**src/design/pdm_audio_defs.vh**
```
/*
 * timing, widths and window constants for the microphone capture and audio output path.
 * assumes a 100 MHz system clock.
 */
`ifndef PDM_AUDIO_DEFS_VH
`define PDM_AUDIO_DEFS_VH

`define CLK_FREQ_HZ        100000000
`define MIC_CLK_MIN_HZ     1000000
`define MIC_CLK_MAX_HZ     3300000
`define MIC_CLK_TYP_HZ     2400000
`define MIC_HALF_DIV       ((`CLK_FREQ_HZ + 2 * `MIC_CLK_TYP_HZ - 1) / (2 * `MIC_CLK_TYP_HZ))
`define MIC_HALF_W         5
`define WIN_LEN            128
`define WIN_HALF           64
`define WIN_CNT_W          7
`define SAMPLE_W           8
`define PWM_FREQ_HZ        390625
`define PWM_PERIOD         (`CLK_FREQ_HZ / `PWM_FREQ_HZ)
`define PWM_CNT_W          8
`define FIFO_DEPTH         16
`define FIFO_AW            4

`endif

```
**src/design/sample_fifo.v**
```verilog
/*
 * synchronous fifo with valid/ready on both sides.
 * assumes one clock, active low asynchronous reset, clock enable.
 */
`timescale 1ns/100ps
module sample_fifo #(
    parameter WIDTH = 8,
    parameter DEPTH = 16,
    parameter AW    = 4
) (
    input  wire             clock,
    input  wire             resetn,
    input  wire             clk_en,
    input  wire [WIDTH-1:0] in_data,
    input  wire             in_valid,
    output wire             in_ready,
    output wire [WIDTH-1:0] out_data,
    output wire             out_valid,
    input  wire             out_ready
);
    reg [WIDTH-1:0] mem [0:DEPTH-1];
    reg [AW:0]      wr_ptr_ff;
    reg [AW:0]      rd_ptr_ff;
    wire            full;
    wire            empty;
    wire            push;
    wire            pop;

    assign full      = (wr_ptr_ff[AW-1:0] == rd_ptr_ff[AW-1:0]) && (wr_ptr_ff[AW] != rd_ptr_ff[AW]);
    assign empty     = (wr_ptr_ff == rd_ptr_ff);
    assign in_ready  = ~full;
    assign out_valid = ~empty;
    assign out_data  = mem[rd_ptr_ff[AW-1:0]];
    assign push      = clk_en & in_valid & ~full;
    assign pop       = clk_en & out_ready & ~empty;

    always @(posedge clock)
    begin
        if (push)
            mem[wr_ptr_ff[AW-1:0]] <= in_data;
    end

    always @(posedge clock or negedge resetn)
    begin
        if (!resetn)
        begin
            wr_ptr_ff <= {(AW+1){1'b0}};
            rd_ptr_ff <= {(AW+1){1'b0}};
        end
        else
        begin
            if (push)
                wr_ptr_ff <= wr_ptr_ff + 1'b1;
            if (pop)
                rd_ptr_ff <= rd_ptr_ff + 1'b1;
        end
    end
endmodule

```
**src/design/ones_counter.v**
```verilog
/*
 * one decimation ones-counter: counts ones over a window, latches and clears.
 * assumes bit_en pulses once per captured microphone bit.
 */
`timescale 1ns/100ps
`include "pdm_audio_defs.vh"
module ones_counter (
    input  wire                 clock,
    input  wire                 resetn,
    input  wire                 clk_en,
    input  wire                 bit_en,
    input  wire                 bit_val,
    input  wire                 win_end,
    output reg  [`SAMPLE_W-1:0] sample_ff,
    output reg                  done_ff
);
    reg [`SAMPLE_W-1:0] count_ff;
    wire [`SAMPLE_W-1:0] nxt_count;

    assign nxt_count = count_ff + {{(`SAMPLE_W-1){1'b0}}, bit_val};

    always @(posedge clock or negedge resetn)
    begin
        if (!resetn)
        begin
            count_ff  <= 8'h00;
            sample_ff <= 8'h00;
            done_ff   <= 1'b0;
        end
        else if (clk_en)
        begin
            done_ff <= 1'b0;
            if (bit_en)
            begin
                if (win_end)
                begin
                    // latch and clear at window end
                    sample_ff <= nxt_count;
                    count_ff  <= 8'h00;
                    done_ff   <= 1'b1;
                end
                else
                    count_ff <= nxt_count;
            end
        end
    end
endmodule

```
**src/design/pdm_mic_audio_ctrl.v**
```verilog
/*
 * user-side controller for a pdm microphone and an open-drain audio output.
 * assumes mic data arrives asynchronously; the microphone itself 
 * so each pdm one is taken as full scale positive. the audio pin has an external pull-up.
 */
// Operation
// - mic clock kept between 1 and 3.3 MHz
// - edge select held at valid level
// - low: rising edge capture; high: falling
// - mic clock runs at typical 2.4 MHz
// - count ones over fixed window
// - two 128-sample ones-counters
// - audio out is one-bit pwm
// - drive low for zero, release for one
// - pwm pulses at fixed period
// - pwm frequency well above audio band
// - duty cycle equals sample fraction
`timescale 1ns/100ps
`include "pdm_audio_defs.vh"
module pdm_mic_audio_ctrl (
    input  wire                 clock,
    input  wire                 resetn,
    input  wire                 clk_en,
    input  wire                 edge_sel,
    input  wire                 mic_enable,
    output reg                  mic_clk_ff,
    input  wire                 mic_data,
    output reg                  channel_edge_select,
    output wire                 audio_out_pin_o,
    output wire                 audio_out_pin_oe,
    input  wire                 audio_out_pin_i,
    output reg  [`SAMPLE_W-1:0] mic_sample_ff,
    output reg                  mic_sample_valid_ff,
    input  wire                 play_enable,
    output wire                 sample_ready,
    output wire                 fifo_level_ok
);
    localparam ST_IDLE = 3'b001;
    localparam ST_RUN  = 3'b010;
    localparam ST_STOP = 3'b100;

    localparam integer           HALF_LAST_I = `MIC_HALF_DIV - 1;
    localparam integer           WIN_LAST_I  = `WIN_LEN - 1;
    localparam integer           WIN_MID_I   = `WIN_HALF - 1;
    localparam integer           PWM_LAST_I  = `PWM_PERIOD - 1;
    localparam [`MIC_HALF_W-1:0] HALF_LAST   = HALF_LAST_I[`MIC_HALF_W-1:0];
    localparam [`WIN_CNT_W-1:0]  WIN_LAST    = WIN_LAST_I[`WIN_CNT_W-1:0];
    localparam [`WIN_CNT_W-1:0]  WIN_MID     = WIN_MID_I[`WIN_CNT_W-1:0];
    localparam [`PWM_CNT_W-1:0]  PWM_LAST    = PWM_LAST_I[`PWM_CNT_W-1:0];

    reg [2:0]             state_ff;
    reg [2:0]             nxt_state;
    reg [`MIC_HALF_W-1:0] div_ff;
    reg                   data_s1_ff;
    reg                   data_s2_ff;
    reg                   data_bit_ff;
    reg                   bit_en_ff;
    reg [`WIN_CNT_W-1:0]  win_ff;
    reg                   edge_lat_ff;
    reg [`PWM_CNT_W-1:0]  pwm_cnt_ff;
    reg [`SAMPLE_W-1:0]   duty_ff;
    reg                   pwm_high_ff;
    reg [`MIC_HALF_W-1:0] nxt_div;
    reg                   nxt_mic_clk;
    reg                   nxt_edge;
    reg [`WIN_CNT_W-1:0]  nxt_win;
    reg [`PWM_CNT_W-1:0]  nxt_pwm_cnt;
    reg [`SAMPLE_W-1:0]   nxt_duty;
    reg                   nxt_pwm_high;
    reg [`SAMPLE_W-1:0]   nxt_sample;
    reg                   nxt_sample_valid;
    wire                  half_tick;
    wire                  rise_now;
    wire                  fall_now;
    wire                  cap_edge;
    wire                  win_end_a;
    wire                  win_end_b;
    wire [`SAMPLE_W-1:0]  sample_a;
    wire [`SAMPLE_W-1:0]  sample_b;
    wire                  done_a;
    wire                  done_b;
    wire                  fifo_in_ready;
    wire [`SAMPLE_W-1:0]  fifo_out_data;
    wire                  fifo_out_valid;
    wire                  pwm_period_end;
    wire                  running;

    assign running   = (state_ff == ST_RUN);
    assign half_tick = (div_ff == HALF_LAST);
    assign rise_now  = running & half_tick & ~mic_clk_ff;
    assign fall_now  = running & half_tick & mic_clk_ff;

    assign cap_edge  = edge_lat_ff ? fall_now : rise_now;

    always @*
    begin
        nxt_state = state_ff;
        case (state_ff)
            ST_IDLE:
                if (mic_enable)
                    nxt_state = ST_RUN;
            ST_RUN:
                if (!mic_enable)
                    nxt_state = ST_STOP;
            ST_STOP:
                if (!mic_clk_ff)
                    nxt_state = ST_IDLE;
                else if (half_tick)
                    nxt_state = ST_IDLE;
            default:
                nxt_state = ST_IDLE;
        endcase
    end

    always @(posedge clock or negedge resetn)
    begin
        if (!resetn)
        begin
            state_ff            <= ST_IDLE;
            div_ff              <= 5'h00;
            mic_clk_ff          <= 1'b0;
            channel_edge_select <= 1'b0;
            edge_lat_ff         <= 1'b0;
        end
        else if (clk_en)
        begin
            state_ff            <= nxt_state;
            div_ff              <= nxt_div;
            mic_clk_ff          <= nxt_mic_clk;
            channel_edge_select <= nxt_edge;
            edge_lat_ff         <= nxt_edge;
        end
    end

    // divider sets 2.4 MHz mic clock
    always @*
    begin
        nxt_div     = div_ff + 5'h01;
        nxt_mic_clk = mic_clk_ff;
        if ((state_ff == ST_IDLE) | half_tick)
            nxt_div = 5'h00;
        if ((running | (state_ff == ST_STOP)) & half_tick)
            nxt_mic_clk = ~mic_clk_ff;
    end

    // edge select latched while idle, held during use
    always @*
    begin
        nxt_edge = edge_lat_ff;
        if (state_ff == ST_IDLE)
            nxt_edge = edge_sel;
    end

    always @(posedge clock or negedge resetn)
    begin
        if (!resetn)
        begin
            data_s1_ff  <= 1'b0;
            data_s2_ff  <= 1'b0;
            data_bit_ff <= 1'b0;
            bit_en_ff   <= 1'b0;
            win_ff      <= 7'h00;
        end
        else if (clk_en)
        begin
            data_s1_ff <= mic_data;
            data_s2_ff <= data_s1_ff;
            bit_en_ff  <= cap_edge;
            if (cap_edge)
                data_bit_ff <= data_s2_ff;
            win_ff <= nxt_win;
        end
    end

    always @*
    begin
        nxt_win = win_ff;
        if (state_ff == ST_IDLE)
            nxt_win = 7'h00;
        else if (bit_en_ff)
            nxt_win = win_ff + 7'h01;
    end

    // counters end half a window apart
    assign win_end_a = (win_ff == WIN_LAST);
    assign win_end_b = (win_ff == WIN_MID);

    ones_counter u_count_a (
        .clock     (clock),
        .resetn    (resetn),
        .clk_en    (clk_en),
        .bit_en    (bit_en_ff),
        .bit_val   (data_bit_ff),
        .win_end   (win_end_a),
        .sample_ff (sample_a),
        .done_ff   (done_a)
    );

    ones_counter u_count_b (
        .clock     (clock),
        .resetn    (resetn),
        .clk_en    (clk_en),
        .bit_en    (bit_en_ff),
        .bit_val   (data_bit_ff),
        .win_end   (win_end_b),
        .sample_ff (sample_b),
        .done_ff   (done_b)
    );

    always @(posedge clock or negedge resetn)
    begin
        if (!resetn)
        begin
            mic_sample_ff       <= 8'h00;
            mic_sample_valid_ff <= 1'b0;
        end
        else if (clk_en)
        begin
            mic_sample_valid_ff <= nxt_sample_valid;
            mic_sample_ff       <= nxt_sample;
        end
    end

    // latest finished counter becomes the output sample
    always @*
    begin
        nxt_sample       = mic_sample_ff;
        nxt_sample_valid = done_a | done_b;
        if (done_a)
            nxt_sample = sample_a;
        else if (done_b)
            nxt_sample = sample_b;
    end

    assign sample_ready  = fifo_in_ready;
    assign fifo_level_ok = fifo_out_valid;

    sample_fifo #(
        .WIDTH (`SAMPLE_W),
        .DEPTH (`FIFO_DEPTH),
        .AW    (`FIFO_AW)
    ) u_fifo (
        .clock     (clock),
        .resetn    (resetn),
        .clk_en    (clk_en),
        .in_data   (mic_sample_ff),
        .in_valid  (mic_sample_valid_ff),
        .in_ready  (fifo_in_ready),
        .out_data  (fifo_out_data),
        .out_valid (fifo_out_valid),
        .out_ready (play_enable & pwm_period_end)
    );

    assign pwm_period_end = (pwm_cnt_ff == PWM_LAST);

    always @(posedge clock or negedge resetn)
    begin
        if (!resetn)
        begin
            pwm_cnt_ff  <= 8'h00;
            duty_ff     <= 8'h00;
            pwm_high_ff <= 1'b0;
        end
        else if (clk_en)
        begin
            pwm_cnt_ff  <= nxt_pwm_cnt;
            duty_ff     <= nxt_duty;
            pwm_high_ff <= nxt_pwm_high;
        end
    end

    always @*
    begin
        nxt_pwm_cnt  = pwm_cnt_ff + 8'h01;
        nxt_duty     = duty_ff;
        nxt_pwm_high = play_enable & ({1'b0, pwm_cnt_ff[`PWM_CNT_W-1:1]} < duty_ff);
        if (pwm_period_end)
        begin
            nxt_pwm_cnt = 8'h00;
            if (play_enable & fifo_out_valid)
                nxt_duty = fifo_out_data;
            else if (!play_enable)
                nxt_duty = 8'h00;
        end
    end

    // open drain: drive low, release high
    assign audio_out_pin_o  = 1'b0;
    assign audio_out_pin_oe = ~pwm_high_ff;
endmodule

```
**config.mk**
```make
export PLATFORM = sky130hd
export DESIGN_NAME = pdm_mic_audio_ctrl
export DESIGN_NICKNAME = d
export VERILOG_FILES = /design/src/design/sample_fifo.v /design/src/design/ones_counter.v /design/src/design/pdm_mic_audio_ctrl.v
export VERILOG_INCLUDE_DIRS = /design/src /design/src/design
export SDC_FILE = /design/constraint.sdc
export NUM_CORES = 1
export LEC_CHECK = 0
export ABC_AREA = 1
export BUFFER_PORTS_ARGS = -buffer_cell sky130_fd_sc_hd__buf_4
export CORE_MARGIN = 2
export CORE_UTILIZATION = 50
export CTS_BUF_LIST = sky130_fd_sc_hd__clkbuf_8
export CTS_CLUSTER_SIZE = 30
export DETAILED_ROUTE_END_ITERATION = 10
export MAX_ROUTING_LAYER = met4
export PLACE_DENSITY = 0.66
export SLEW_MARGIN = 40
export SYNTH_ARGS = -nofsm -noshare
export SYNTH_HDL_FRONTEND = slang
export SYNTH_SLANG_ARGS = --single-unit
```
**constraint.sdc**
```tcl
create_clock -name clock -period 2 [get_ports clock]
set_input_delay 0.3 -clock clock [delete_from_list [all_inputs] [get_ports clock]]
set_output_delay 0.3 -clock clock [all_outputs]
set_load 0.1 [all_outputs]
```
==> results of run 1 <==
[cell usage after synthesis (3+ instances only)]
cell | instances | area, um^2
nand4_1 | 6 | 37.5
inv_1 | 70 | 263
xnor2_1 | 9 | 78.8
dfrtp_1 | 90 | 2250
nand2_2 | 3 | 18.8
buf_4 | 5 | 37.5
nand2_1 | 365 | 1370
clkbuf_1 | 10 | 37.5
xor2_1 | 19 | 166
nor2_2 | 3 | 18.8
a31oi_1 | 8 | 50.1
ha_1 | 19 | 238
o22ai_1 | 4 | 25.0
nor2_1 | 59 | 221
a22o_1 | 5 | 43.8
buf_2 | 16 | 80.1
o21ai_1 | 8 | 40.0
buf_6 | 3 | 33.8
a21oi_1 | 6 | 30.0
inv_2 | 3 | 11.3
o21ai_0 | 22 | 110
nand3_1 | 111 | 556
edfxtp_1 | 128 | 3840
[critical path: stages, from the launching register on]
cell      delay (ps)
dfrtp_2          450
nand2_1           80
nand2_1           80
nor2_4           170
nand3b_4         140
buf_12           190
[worst paths after layout]
check | startpoint | to | slack [ps] | depth (start not counted)
setup / recovery | u_fifo.rd_ptr_ff[2]$_DFFE_PN0P_ | sample_ready | 70 | 5
max in group asynchronous | resetn | state_ff[0]$_DFFE_PN1P_ | 1050 | 3
min in group asynchronous | resetn | pwm_cnt_ff[3]$_DFFE_PN0P_ | 280 | 2
hold reg to reg | u_count_b.sample_ff[1]$_DFFE_PN0P_ | u_count_b.sample_ff[1]$_DFFE_PN0P_ | 470 | 2
setup reg to reg | u_fifo.rd_ptr_ff[4]$_DFFE_PN0P_ | u_fifo.mem[14][4]$_DFFE_PP_ | 180 | 4
hold / removal | clk_en | pwm_cnt_ff[1]$_DFFE_PN0P_ | 100 | 3
[cell type report]
type | instances | area, um^2 | area share
clock buffers | 47 | 647 | 0.0572
clock inverters | 21 | 114 | 0.0101
inverters | 74 | 278 | 0.0246
multi-input cells | 669 | 3230 | 0.286
flip-flops and latches | 219 | 6130 | 0.542
well taps | 265 | 332 | 0.0293
repair buffers | 70 | 574 | 0.0508
[layout by cell type, fill, tap and decap left out, types with 6 or more instances in the layout]
cell | Yosys | final
xnor2_1 | 9 | 9
inv_1 | 70 | 77
nor2_1 | 59 | 53
clkinv_2 | 0 | 7
a31oi_1 | 8 | 8
dfrtp_1 | 90 | 87
nand3_1 | 111 | 111
a21oi_1 | 6 | 6
edfxtp_1 | 128 | 128
nand4_1 | 6 | 6
ha_1 | 19 | 19
o21ai_1 | 8 | 8
nand2_1 | 365 | 365
clkbuf_8 | 0 | 47
nor2_2 | 3 | 8
o21ai_0 | 22 | 22
buf_4 | 5 | 63
xor2_1 | 19 | 19
[stage by stage]
stage / cell area (um^2) / TNS (ps) / instances / utilization / hold slack [ps]
global route: 11300 / 0 / 1365 / 0.584 / 95.9
global placement: 10400 / 0 / 1288 / 0.540 / 269
CTS: 11300 / 0 / 1362 / 0.583 / 68.1
floorplan: 9830 / -6140 / 999 / - / 4.41
finish: 11300 / 0 / 1365 / 0.584 / 103
detailed placement: 10400 / 0 / 1288 / 0.540 / 271
[kinds of logic after synthesis]
family	count (synthesis)
DFF	219
xor gates and xnor gates	29
and+or+nand+nor	559
AOI/OAI and AO/OA	60
buffers and inverters	111
other	1
adders and majority gates	19
muxes	1
[registers in the layout, indices dropped and copies added, names as in the netlist, 3 cells and up]
| register | flops |
|---|---|
| state_ff | 3 |
| u_fifo.mem | 128 |
| u_fifo.wr_ptr_ff | 5 |
| duty_ff | 8 |
| u_count_a.count_ff | 8 |
| mic_sample_ff | 8 |
| u_fifo.rd_ptr_ff | 5 |
| u_count_a.sample_ff | 8 |
| u_count_b.sample_ff | 8 |
| pwm_cnt_ff | 8 |
| u_count_b.count_ff | 8 |
| div_ff | 5 |
| win_ff | 7 |
[where the power goes]
group / switching (W) / leakage [nW] / internal, W
Sequential: 0.000254 / 2.32 / 0.00512
Clock: 0.00171 / 0.434 / 0.00225
Combinational: 0.00118 / 2.21 / 0.000537
[routing by layer]
layer / routed length, um / up-vias / track usage
li1: - / 3444 / -
met1: 9290 / 3169 / 0.280
met2: 9950 / 177 / 0.334
met3: 1150 / 44 / 0.0364
met4: 501 / 0 / 0.0774
met5: 0 / - / -
[timing repair]
| action | 4_1_cts | 5_1_grt |
|---|---|---|
| hold endpoints to repair | 31 | 0 |
| setup endpoints to repair | 2 | 13 |
| hold buffers | 3 | 0 |
| buffers inserted | 3 | 3 |
| pin swaps | 0 | 1 |
| resized for setup | 3 | 4 |
==> flow_summary_export.csv, run 1 <==
group,metric,value,unit
synthesis,synth_compound_area_frac,0.0367,
pwr,p_leak,4.96,nW
job,max_cap_violations,0,
final_layout,fillers,1666,
worst_setup_path,required,1700,ps
final_layout,area_growth,15.2,%
synthesis,synth-xor-area-share,0.0267,
synthesis,ys_types,43,
timing,rsz0062_at_grt,"false",
drt,ant_nets,0,
grt,overflow,0,
grt,grt_max_degree,66,
synthesis,ys_ff_latch,219,
synthesis,synth_mux_area_frac,0.00115,
die,rows,51,
timing,fin_ws,73.8,ps
pwr,peakVddDrop,0.566,mV
timing,timing.fmax,519,MHz
pwr,power_density,978,nW/um^2
worst_setup_path,crit_arrival,1630,ps
drt,drt-total-wl,20900,um
drt,drt-pass1-iter-count,6,
grt,antenna_found_initial,0,
worst_hold_path,hold_path.class,"in2reg",
synthesis,synth_seq_area_share,0.624,
drt,wl_per_cell,15.3,um
die,start_util,0.507,
die,die_w,144,um
synthesis,synth_ff_type,"edfxtp_1",
worst_setup_path,path_max_fanout,6,
drt,first_iter_violations,450,
final_layout,fin_nets,1099,
clock_network,cts_made_buffers,38,
clock_network,cts_sinks,219,
grt,track_usage,0.212,
clock_network,cts_tree,"done",
timing,hold_viol_final,0,
status,status,"complete, no violations",
synthesis,synth_top_family_by_area,"simple AND/OR/NAND/NOR gates",
placement,port_buffers,20,
die,die_area,20800,um^2
final_layout,final_layout_size_suffix_gt1_frac,0.138,
drt,avgViaCountPerCell,5.01,
clock_network,clk_pin_slew,60,ps
placement,place.gp.congestion,0.839,
pwr,fin_total_pwr,0.0111,W
synthesis,synthAdderAreaFrac,0.0242,
drt,vias,6834,
synthesis,yosysWarnings,0,
grt,grt_pass1_wl,32900,um
timing,fin_crit_sh,0.963,
timing,slew_violations,0,
drt,drc,0,
timing,setup_violations,0,
synthesis,synth_area,9810,um^2
worst_setup_path,start_kind,"flip-flop",
die,fp.coreArea,19300,um^2
clock_network,cts-root-buf,"clkbuf_8",
synthesis,async_reset_ff_frac,0.416,
synthesis,synth-edff-count,128,
final_layout,num_antenna_cells,0,
clock_network,worstSkewPairLatency,510,ps
synthesis,synth-simple-area-share,0.238,
timing,finalCriticalPeriod,1930,ps
worst_setup_path,setup.worst_path.end_class,"output port",
placement,dp_hpwl,13800,um
worst_setup_path,crit_type,"reg2out",
die,io_pins,23,
timing,skew,17.4,ps
placement,place_ws,149,ps
grt,grt_pass1_vias,6487,
synthesis,synth.net_count,1026,
clock_network,clock_path_buffers,3,
clock_network,htree_levels,2,
synthesis,syn_inst,999,
die,die_y,144,um
synthesis,syn_area_per_cell,9.82,um^2
No activity file was read; power rests on OpenSTA's default activity.
==> inputs of run 2 (changes only) <==
--- a/config.mk
+++ b/config.mk
@@ -6,13 +6,14 @@
 export SDC_FILE = /design/constraint.sdc
 export NUM_CORES = 1
 export LEC_CHECK = 0
-export ABC_AREA = 1
+export ABC_AREA = 0
 export BUFFER_PORTS_ARGS = -buffer_cell sky130_fd_sc_hd__buf_4
 export CORE_MARGIN = 2
 export CORE_UTILIZATION = 50
 export CTS_BUF_LIST = sky130_fd_sc_hd__clkbuf_8
 export CTS_CLUSTER_SIZE = 30
 export DETAILED_ROUTE_END_ITERATION = 10
+export GPL_TIMING_DRIVEN = 0
 export MAX_ROUTING_LAYER = met4
 export PLACE_DENSITY = 0.66
 export SLEW_MARGIN = 40
==> flow_summary_export.csv, run 2 <==
group,metric,value,unit
worst_setup_path,start_kind,"flip-flop",
die,start_util,0.510,
worst_hold_path,min_from,"mic_data",
worst_setup_path,r2r_end,"u_fifo.mem[14][3]$_DFFE_PP_",
drt,drt-total-wl,20100,um
clock_network,cts-root-buf,"clkbuf_8",
drt,routed.top_layer,"met4",
timing,slew_violations,0,
final_layout,layout_commonest_cell,"edfxtp_1",
placement,place.gp.congestion,0.817,
status,status,"finished with violations",
grt,overflow,0,
timing,timing.fmax,449,MHz
worst_setup_path,crit_type,"reg2reg",
synthesis,yosysMostFrequentCell,"edfxtp_1",
worst_setup_path,setup.worst_path.end_class,"flip-flop",
grt,antenna_found_initial,0,
synthesis,synth_ff_type,"edfxtp_1",
synthesis,synth.net_count,662,
synthesis,async_reset_ff_frac,0.416,
worst_hold_path,hold_path.class,"in2reg",
grt,grt_pass1_vias,5860,
timing,fin_ws,-227,ps
placement,place_ws,-414,ps
timing,hold_ws,32.2,ps
final_layout,num_antenna_cells,0,
worst_setup_path,path_max_fanout,8,
synthesis,synth_area_leaders,"edfxtp_1 40%, dfrtp_1 24%, mux4_1 5.8%",
synthesis,ys_ff_latch,219,
timing,fin_setup_tns,-21720,ps
timing,setup_violations,139,
final_layout,fin_nets,742,
drt,drt-pass1-iter-count,4,
synthesis,syn_inst,635,
timing,fin_crit_sh,1.11,
clock_network,cts_sinks,219,
timing,finalCriticalPeriod,2230,ps
grt,grt_pass1_wl,31900,um
grt,grt_max_degree,92,
drt,wl_met1,9030,um
final_layout,most-common-layout-cells,"128 x edfxtp_1, 77 x dfrtp_1, 41 x nand2_1",
pwr,peakVddDrop,0.403,mV
status,violations,"setup timing",
synthesis,ys_types,56,
synthesis,yosysWarnings,0,
worst_setup_path,r2r-start,"u_fifo.rd_ptr_ff[3]$_DFFE_PN0P_",
final_layout,area_growth,17.6,%
placement,dp_hpwl,12500,um
timing,rsz0062_at_grt,"true",
drt,drc,0,
drt,dr_wl_met3,1230,um
die,die_w,142,um
die,die_y,142,um
drt,vias,5637,
worst_setup_path,rrSetupSlack,-230,ps
drt,wl_per_cell,20.6,um
clock_network,htree_levels,2,
drt,avgViaCountPerCell,5.78,
timing,worst_pin_slew,776,ps
placement,port_buffers,20,
final_layout,largest_reg_flops,128,
timing,skew,44.8,ps
worst_hold_path,hold_end,"data_s1_ff$_DFFE_PN0P_",
timing,max_slew_margin,0.480,
timing,hold_viol_final,0,
worst_setup_path,worst_r2r_path_depth,9,
synthesis,synth_seq_area_share,0.642,
synthesis,synth-edff-count,128,
clock_network,worstSkewPairLatency,540,ps
drt,ant_nets,0,
pwr,fin_total_pwr,0.0102,W
die,fp.coreArea,18700,um^2
pwr,p_leak,4.28,nW
drt,met2WireLength,9310,um
synthesis,yosysTopAreaCellShare,0.403,
die,rows,50,
pwr,power_density,913,nW/um^2
synthesis,synth_top_cell_by_area,"edfxtp_1",
synthesis,syn_area_per_cell,15.0,um^2
worst_setup_path,crit_arrival,2430,ps
clock_network,clock_path_buffers,3,
grt,track_usage,0.213,
drt,first_iter_violations,420,
worst_setup_path,required,2210,ps
final_layout,final_layout_size_suffix_gt1_frac,0.294,
worst_hold_path,min_delay_path_depth,2,
clock_network,clk_pin_slew,60,ps
clock_network,cts_tree,"done",
synthesis,synth_common_cells,"128 x edfxtp_1, 90 x dfrtp_1, 44 x nand2_1",
die,die_area,20200,um^2
synthesis,synth_area,9530,um^2
die,io_pins,23,
clock_network,cts_made_buffers,37,
job,max_cap_violations,0,
run 2: worst max-delay path: stages, from the launching register on:
cell and delay, ps:
dfrtp_1 370, buf_6 140, xor2_4 190, nor4_4 60
buf_12 150, buf_4 140, a211oi_4 290, buf_4 190
buf_6 110, and3_4 260
run 2: per-layer routing:
layer | global-route usage | vias up
li1 | - | 2554
met1 | 0.297 | 2892
met2 | 0.317 | 145
met3 | 0.0461 | 46
met4 | 0.0716 | 0
met5 | - | -
run 2: cell families (layout without fill, tap and decap cells):
| kind of cell | after synthesis | count (layout) | share of synthesized area |
|---|---|---|---|
| compound gates | 102 | 102 | 0.0689 |
| xor+xnor | 36 | 36 | 0.0354 |
| fa+ha+maj | 19 | 19 | 0.0249 |
| buf+inv | 44 | 150 | 0.0257 |
| flops | 219 | 219 | 0.642 |
| mux | 68 | 68 | 0.124 |
| other cells | 1 | 1 | 0.000393 |
| simple gates | 146 | 147 | 0.0781 |
run 2: worst max-delay path by stage:
| stage | startpoint | endpoint | slack (ps) |
|---|---|---|---|
| floorplan | u_fifo.rd_ptr_ff[1]$_DFFE_PN0P_ | sample_ready | 0.05 |
| global placement | u_fifo.rd_ptr_ff[1]$_DFFE_PN0P_ | u_fifo.wr_ptr_ff[4]$_DFFE_PN0P_ | -370 |
| CTS | u_fifo.rd_ptr_ff[3]$_DFFE_PN0P_ | fifo_level_ok | -250 |
| detailed placement | u_fifo.wr_ptr_ff[2]$_DFFE_PN0P_ | u_fifo.mem[6][0]$_DFFE_PP_ | -410 |
| global route | u_fifo.rd_ptr_ff[3]$_DFFE_PN0P_ | u_fifo.mem[14][6]$_DFFE_PP_ | -280 |
| finish | u_fifo.rd_ptr_ff[3]$_DFFE_PN0P_ | u_fifo.mem[14][3]$_DFFE_PP_ | -230 |
run 2: power breakdown:
| group | internal [W] | switching [W] |
|---|---|---|
| registers | 0.00493 | 0.000243 |
| logic | 0.000495 | 0.000758 |
| clock network | 0.00207 | 0.00174 |
| total | 0.00749 | 0.00274 |
run 2: metrics by stage:
stage	instances	area [um^2]	utilization
2_1_floorplan	635	9550	-
3_3_place_gp	889	9990	0.534
3_5_place_dp	889	10000	0.535
4_1_cts	970	11000	0.591
5_1_grt	976	11200	0.599
6_report	976	11200	0.599
run 2: final cells by class:
type | instances | area [um^2]
plain buffers | 24 | 204
clock buffers | 39 | 537
clock inverters | 27 | 168
fillers | 1412 | 7490
inverters | 18 | 67.6
multi-input cells | 373 | 3390
flip-flops and latches | 219 | 6140
well taps | 234 | 293
repair buffers | 42 | 412
run 2: timing repair:
item / in CTS / in global routing
gates resized for setup: 91 / 28
setup buffers: 11 / 8
hold endpoints to repair: 91 / 0
pin swaps: 5 / 6
hold buffers: 2 / 0
endpoints found under the setup margin: 153 / 160
cloned: 3 / 0
==> inputs of run 3 (changes only) <==
--- a/config.mk
+++ b/config.mk
@@ -8,14 +8,16 @@
 export LEC_CHECK = 0
 export ABC_AREA = 0
 export BUFFER_PORTS_ARGS = -buffer_cell sky130_fd_sc_hd__buf_4
+export CELL_PAD_IN_SITES_DETAIL_PLACEMENT = 2
+export CELL_PAD_IN_SITES_GLOBAL_PLACEMENT = 2
 export CORE_MARGIN = 2
-export CORE_UTILIZATION = 50
+export CORE_UTILIZATION = 48
 export CTS_BUF_LIST = sky130_fd_sc_hd__clkbuf_8
 export CTS_CLUSTER_SIZE = 30
 export DETAILED_ROUTE_END_ITERATION = 10
 export GPL_TIMING_DRIVEN = 0
 export MAX_ROUTING_LAYER = met4
-export PLACE_DENSITY = 0.66
+export PLACE_DENSITY_LB_ADDON = 0.1
 export SLEW_MARGIN = 40
 export SYNTH_ARGS = -nofsm -noshare
 export SYNTH_HDL_FRONTEND = slang
==> flow_summary_export.csv, run 3 (synthesis gave the netlist of run 2 again) <==
group,metric,value,unit
status,status,"finished with violations",
status,violations,"setup timing",
grt,antenna_found_initial,0,
final_layout,final_layout_size_suffix_gt1_frac,0.316,
drt,wl_per_cell,28.0,um
placement,port_buffers,20,
timing,fin_ws,-308,ps
timing,rsz0062_at_grt,"true",
worst_setup_path,crit_arrival,2010,ps
grt,grtUsageMet1,0.369,
drt,drt-pass1-iter-count,4,
grt,grt_pass1_wl,43100,um
die,io_pins,23,
grt,grt-busiest-layer,"met2",
timing,setup_violations,142,
worst_setup_path,setup.worst_path.end_class,"output port",
final_layout,area_growth,19.9,%
pwr,peakVddDrop,0.735,mV
final_layout,layout_commonest_cell,"edfxtp_1",
pwr,p_leak,4.34,nW
clock_network,clock_path_buffers,3,
grt,track_usage,0.283,
worst_setup_path,start_kind,"flip-flop",
timing,worst_pin_slew,770,ps
grt,grt_max_degree,92,
pwr,power_density,938,nW/um^2
die,die_w,145,um
clock_network,cts_sinks,219,
timing,slew_violations,0,
clock_network,cts_made_buffers,39,
clock_network,htree_levels,2,
die,rows,51,
worst_setup_path,path_max_fanout,4,
job,max_cap_violations,0,
worst_setup_path,crit_type,"reg2out",
grt,use_met2,0.464,
final_layout,most-common-layout-cells,"128 x edfxtp_1, 77 x dfrtp_1, 45 x clkbuf_8",
clock_network,cts_tree,"done",
timing,skew,16.5,ps
die,die_y,145,um
clock_network,cts-root-buf,"clkbuf_8",
clock_network,worstSkewPairLatency,540,ps
grt,met3_usage,0.0516,
clock_network,clk_pin_slew,60,ps
die,die_area,21000,um^2
final_layout,num_antenna_cells,0,
worst_hold_path,hold_path.class,"in2reg",
placement,place_ws,-604,ps
timing,timing.fmax,433,MHz
die,fp.coreArea,19500,um^2
drt,avgViaCountPerCell,5.85,
timing,hold_viol_final,0,
final_layout,largest_reg_flops,128,
drt,ant_nets,0,
drt,drc,0,
timing,max_slew_margin,0.487,
final_layout,post-route-util,0.587,
worst_setup_path,required,1700,ps
drt,drt-total-wl,28600,um
grt,overflow,0,
grt,grt_pass1_vias,6693,
placement,place.gp.congestion,0.784,
drt,vias,5960,
timing,fin_crit_sh,1.15,
placement,dp_hpwl,17000,um
final_layout,fin_nets,750,
timing,finalCriticalPeriod,2310,ps
die,start_util,0.490,
drt,first_iter_violations,418,
run 3: cell count changes in the layout (fill, tap and decap cells not counted), sizes merged:
cell      previous run  this run
buf                 56        64
clkbuf              47        51
clkinv              15        17
bufinv               2         1
clkinvlp             2         1
run 3: final timing paths:
kind | from | endpoint | slack (ps) | depth (start not counted)
min in group asynchronous | resetn | u_fifo.rd_ptr_ff[3]$_DFFE_PN0P_ | 340 | 2
setup reg to reg | u_fifo.rd_ptr_ff[1]$_DFFE_PN0P_ | u_fifo.mem[15][1]$_DFFE_PP_ | -240 | 9
max in group asynchronous | resetn | u_fifo.wr_ptr_ff[0]$_DFFE_PN0P_ | 1000 | 2
hold / removal | mic_data | data_s1_ff$_DFFE_PN0P_ | 20 | 2
setup / recovery | u_fifo.rd_ptr_ff[2]$_DFFE_PN0P_ | sample_ready | -310 | 5
hold reg to reg | duty_ff[2]$_DFFE_PN0P_ | duty_ff[2]$_DFFE_PN0P_ | 490 | 1
run 3: repair_timing:
item / 4_1_cts / 5_1_grt
buffers inserted: 13 / 14
setup endpoints to repair: 166 / 175
gates cloned: 1 / 0
resized for setup: 106 / 31
pin swaps: 9 / 4
hold buffers: 2 / 0
endpoints found under the hold margin: 91 / 0
run 3: area by class of cell:
| class | count | area, um^2 |
|---|---|---|
| Inverter | 18 | 67.6 |
| Timing Repair Buffer | 48 | 450 |
| Clock buffer | 45 | 619 |
| Multi-Input combinational cell | 373 | 3450 |
| Clock inverter | 27 | 146 |
| Sequential cell | 219 | 6140 |
| Tap cell | 265 | 332 |
| Buffer | 24 | 225 |
| Fill cell | 1677 | 8030 |
run 3: metrics by stage:
step	cell area (um^2)	power (W)	cells	TNS [ps]	hold slack (ps)
2_1_floorplan	9550	0.00603	635	0	4.41
3_3_place_gp	10000	0.00629	920	-46340	467
3_5_place_dp	10000	0.00641	920	-65380	378
4_1_cts	11200	0.0107	1007	-15960	5.56
5_1_grt	11400	0.0112	1019	-24120	10.5
6_report	11400	0.0107	1019	-17470	18.8
run 3: worst max-delay path, stage by stage (launching register included):
cell     delay, ps
dfrtp_2        490
xor2_4         210
nor4_4         330
buf_12         180
nand2_4         60
buf_12         170
run 3: metal layers:
layer | vias up | routed length [um]
met1 | 3186 | 11800
met2 | 159 | 14700
met5 | - | 0
met3 | 41 | 1510
met4 | 0 | 550
li1 | 2574 | -
run 3: power breakdown:
part | leakage [nW] | switching (W) | internal (W)
sequential | 2.39 | 0.000262 | 0.00493
combinational | 1.53 | 0.000873 | 0.000518
clock | 0.425 | 0.00195 | 0.00220
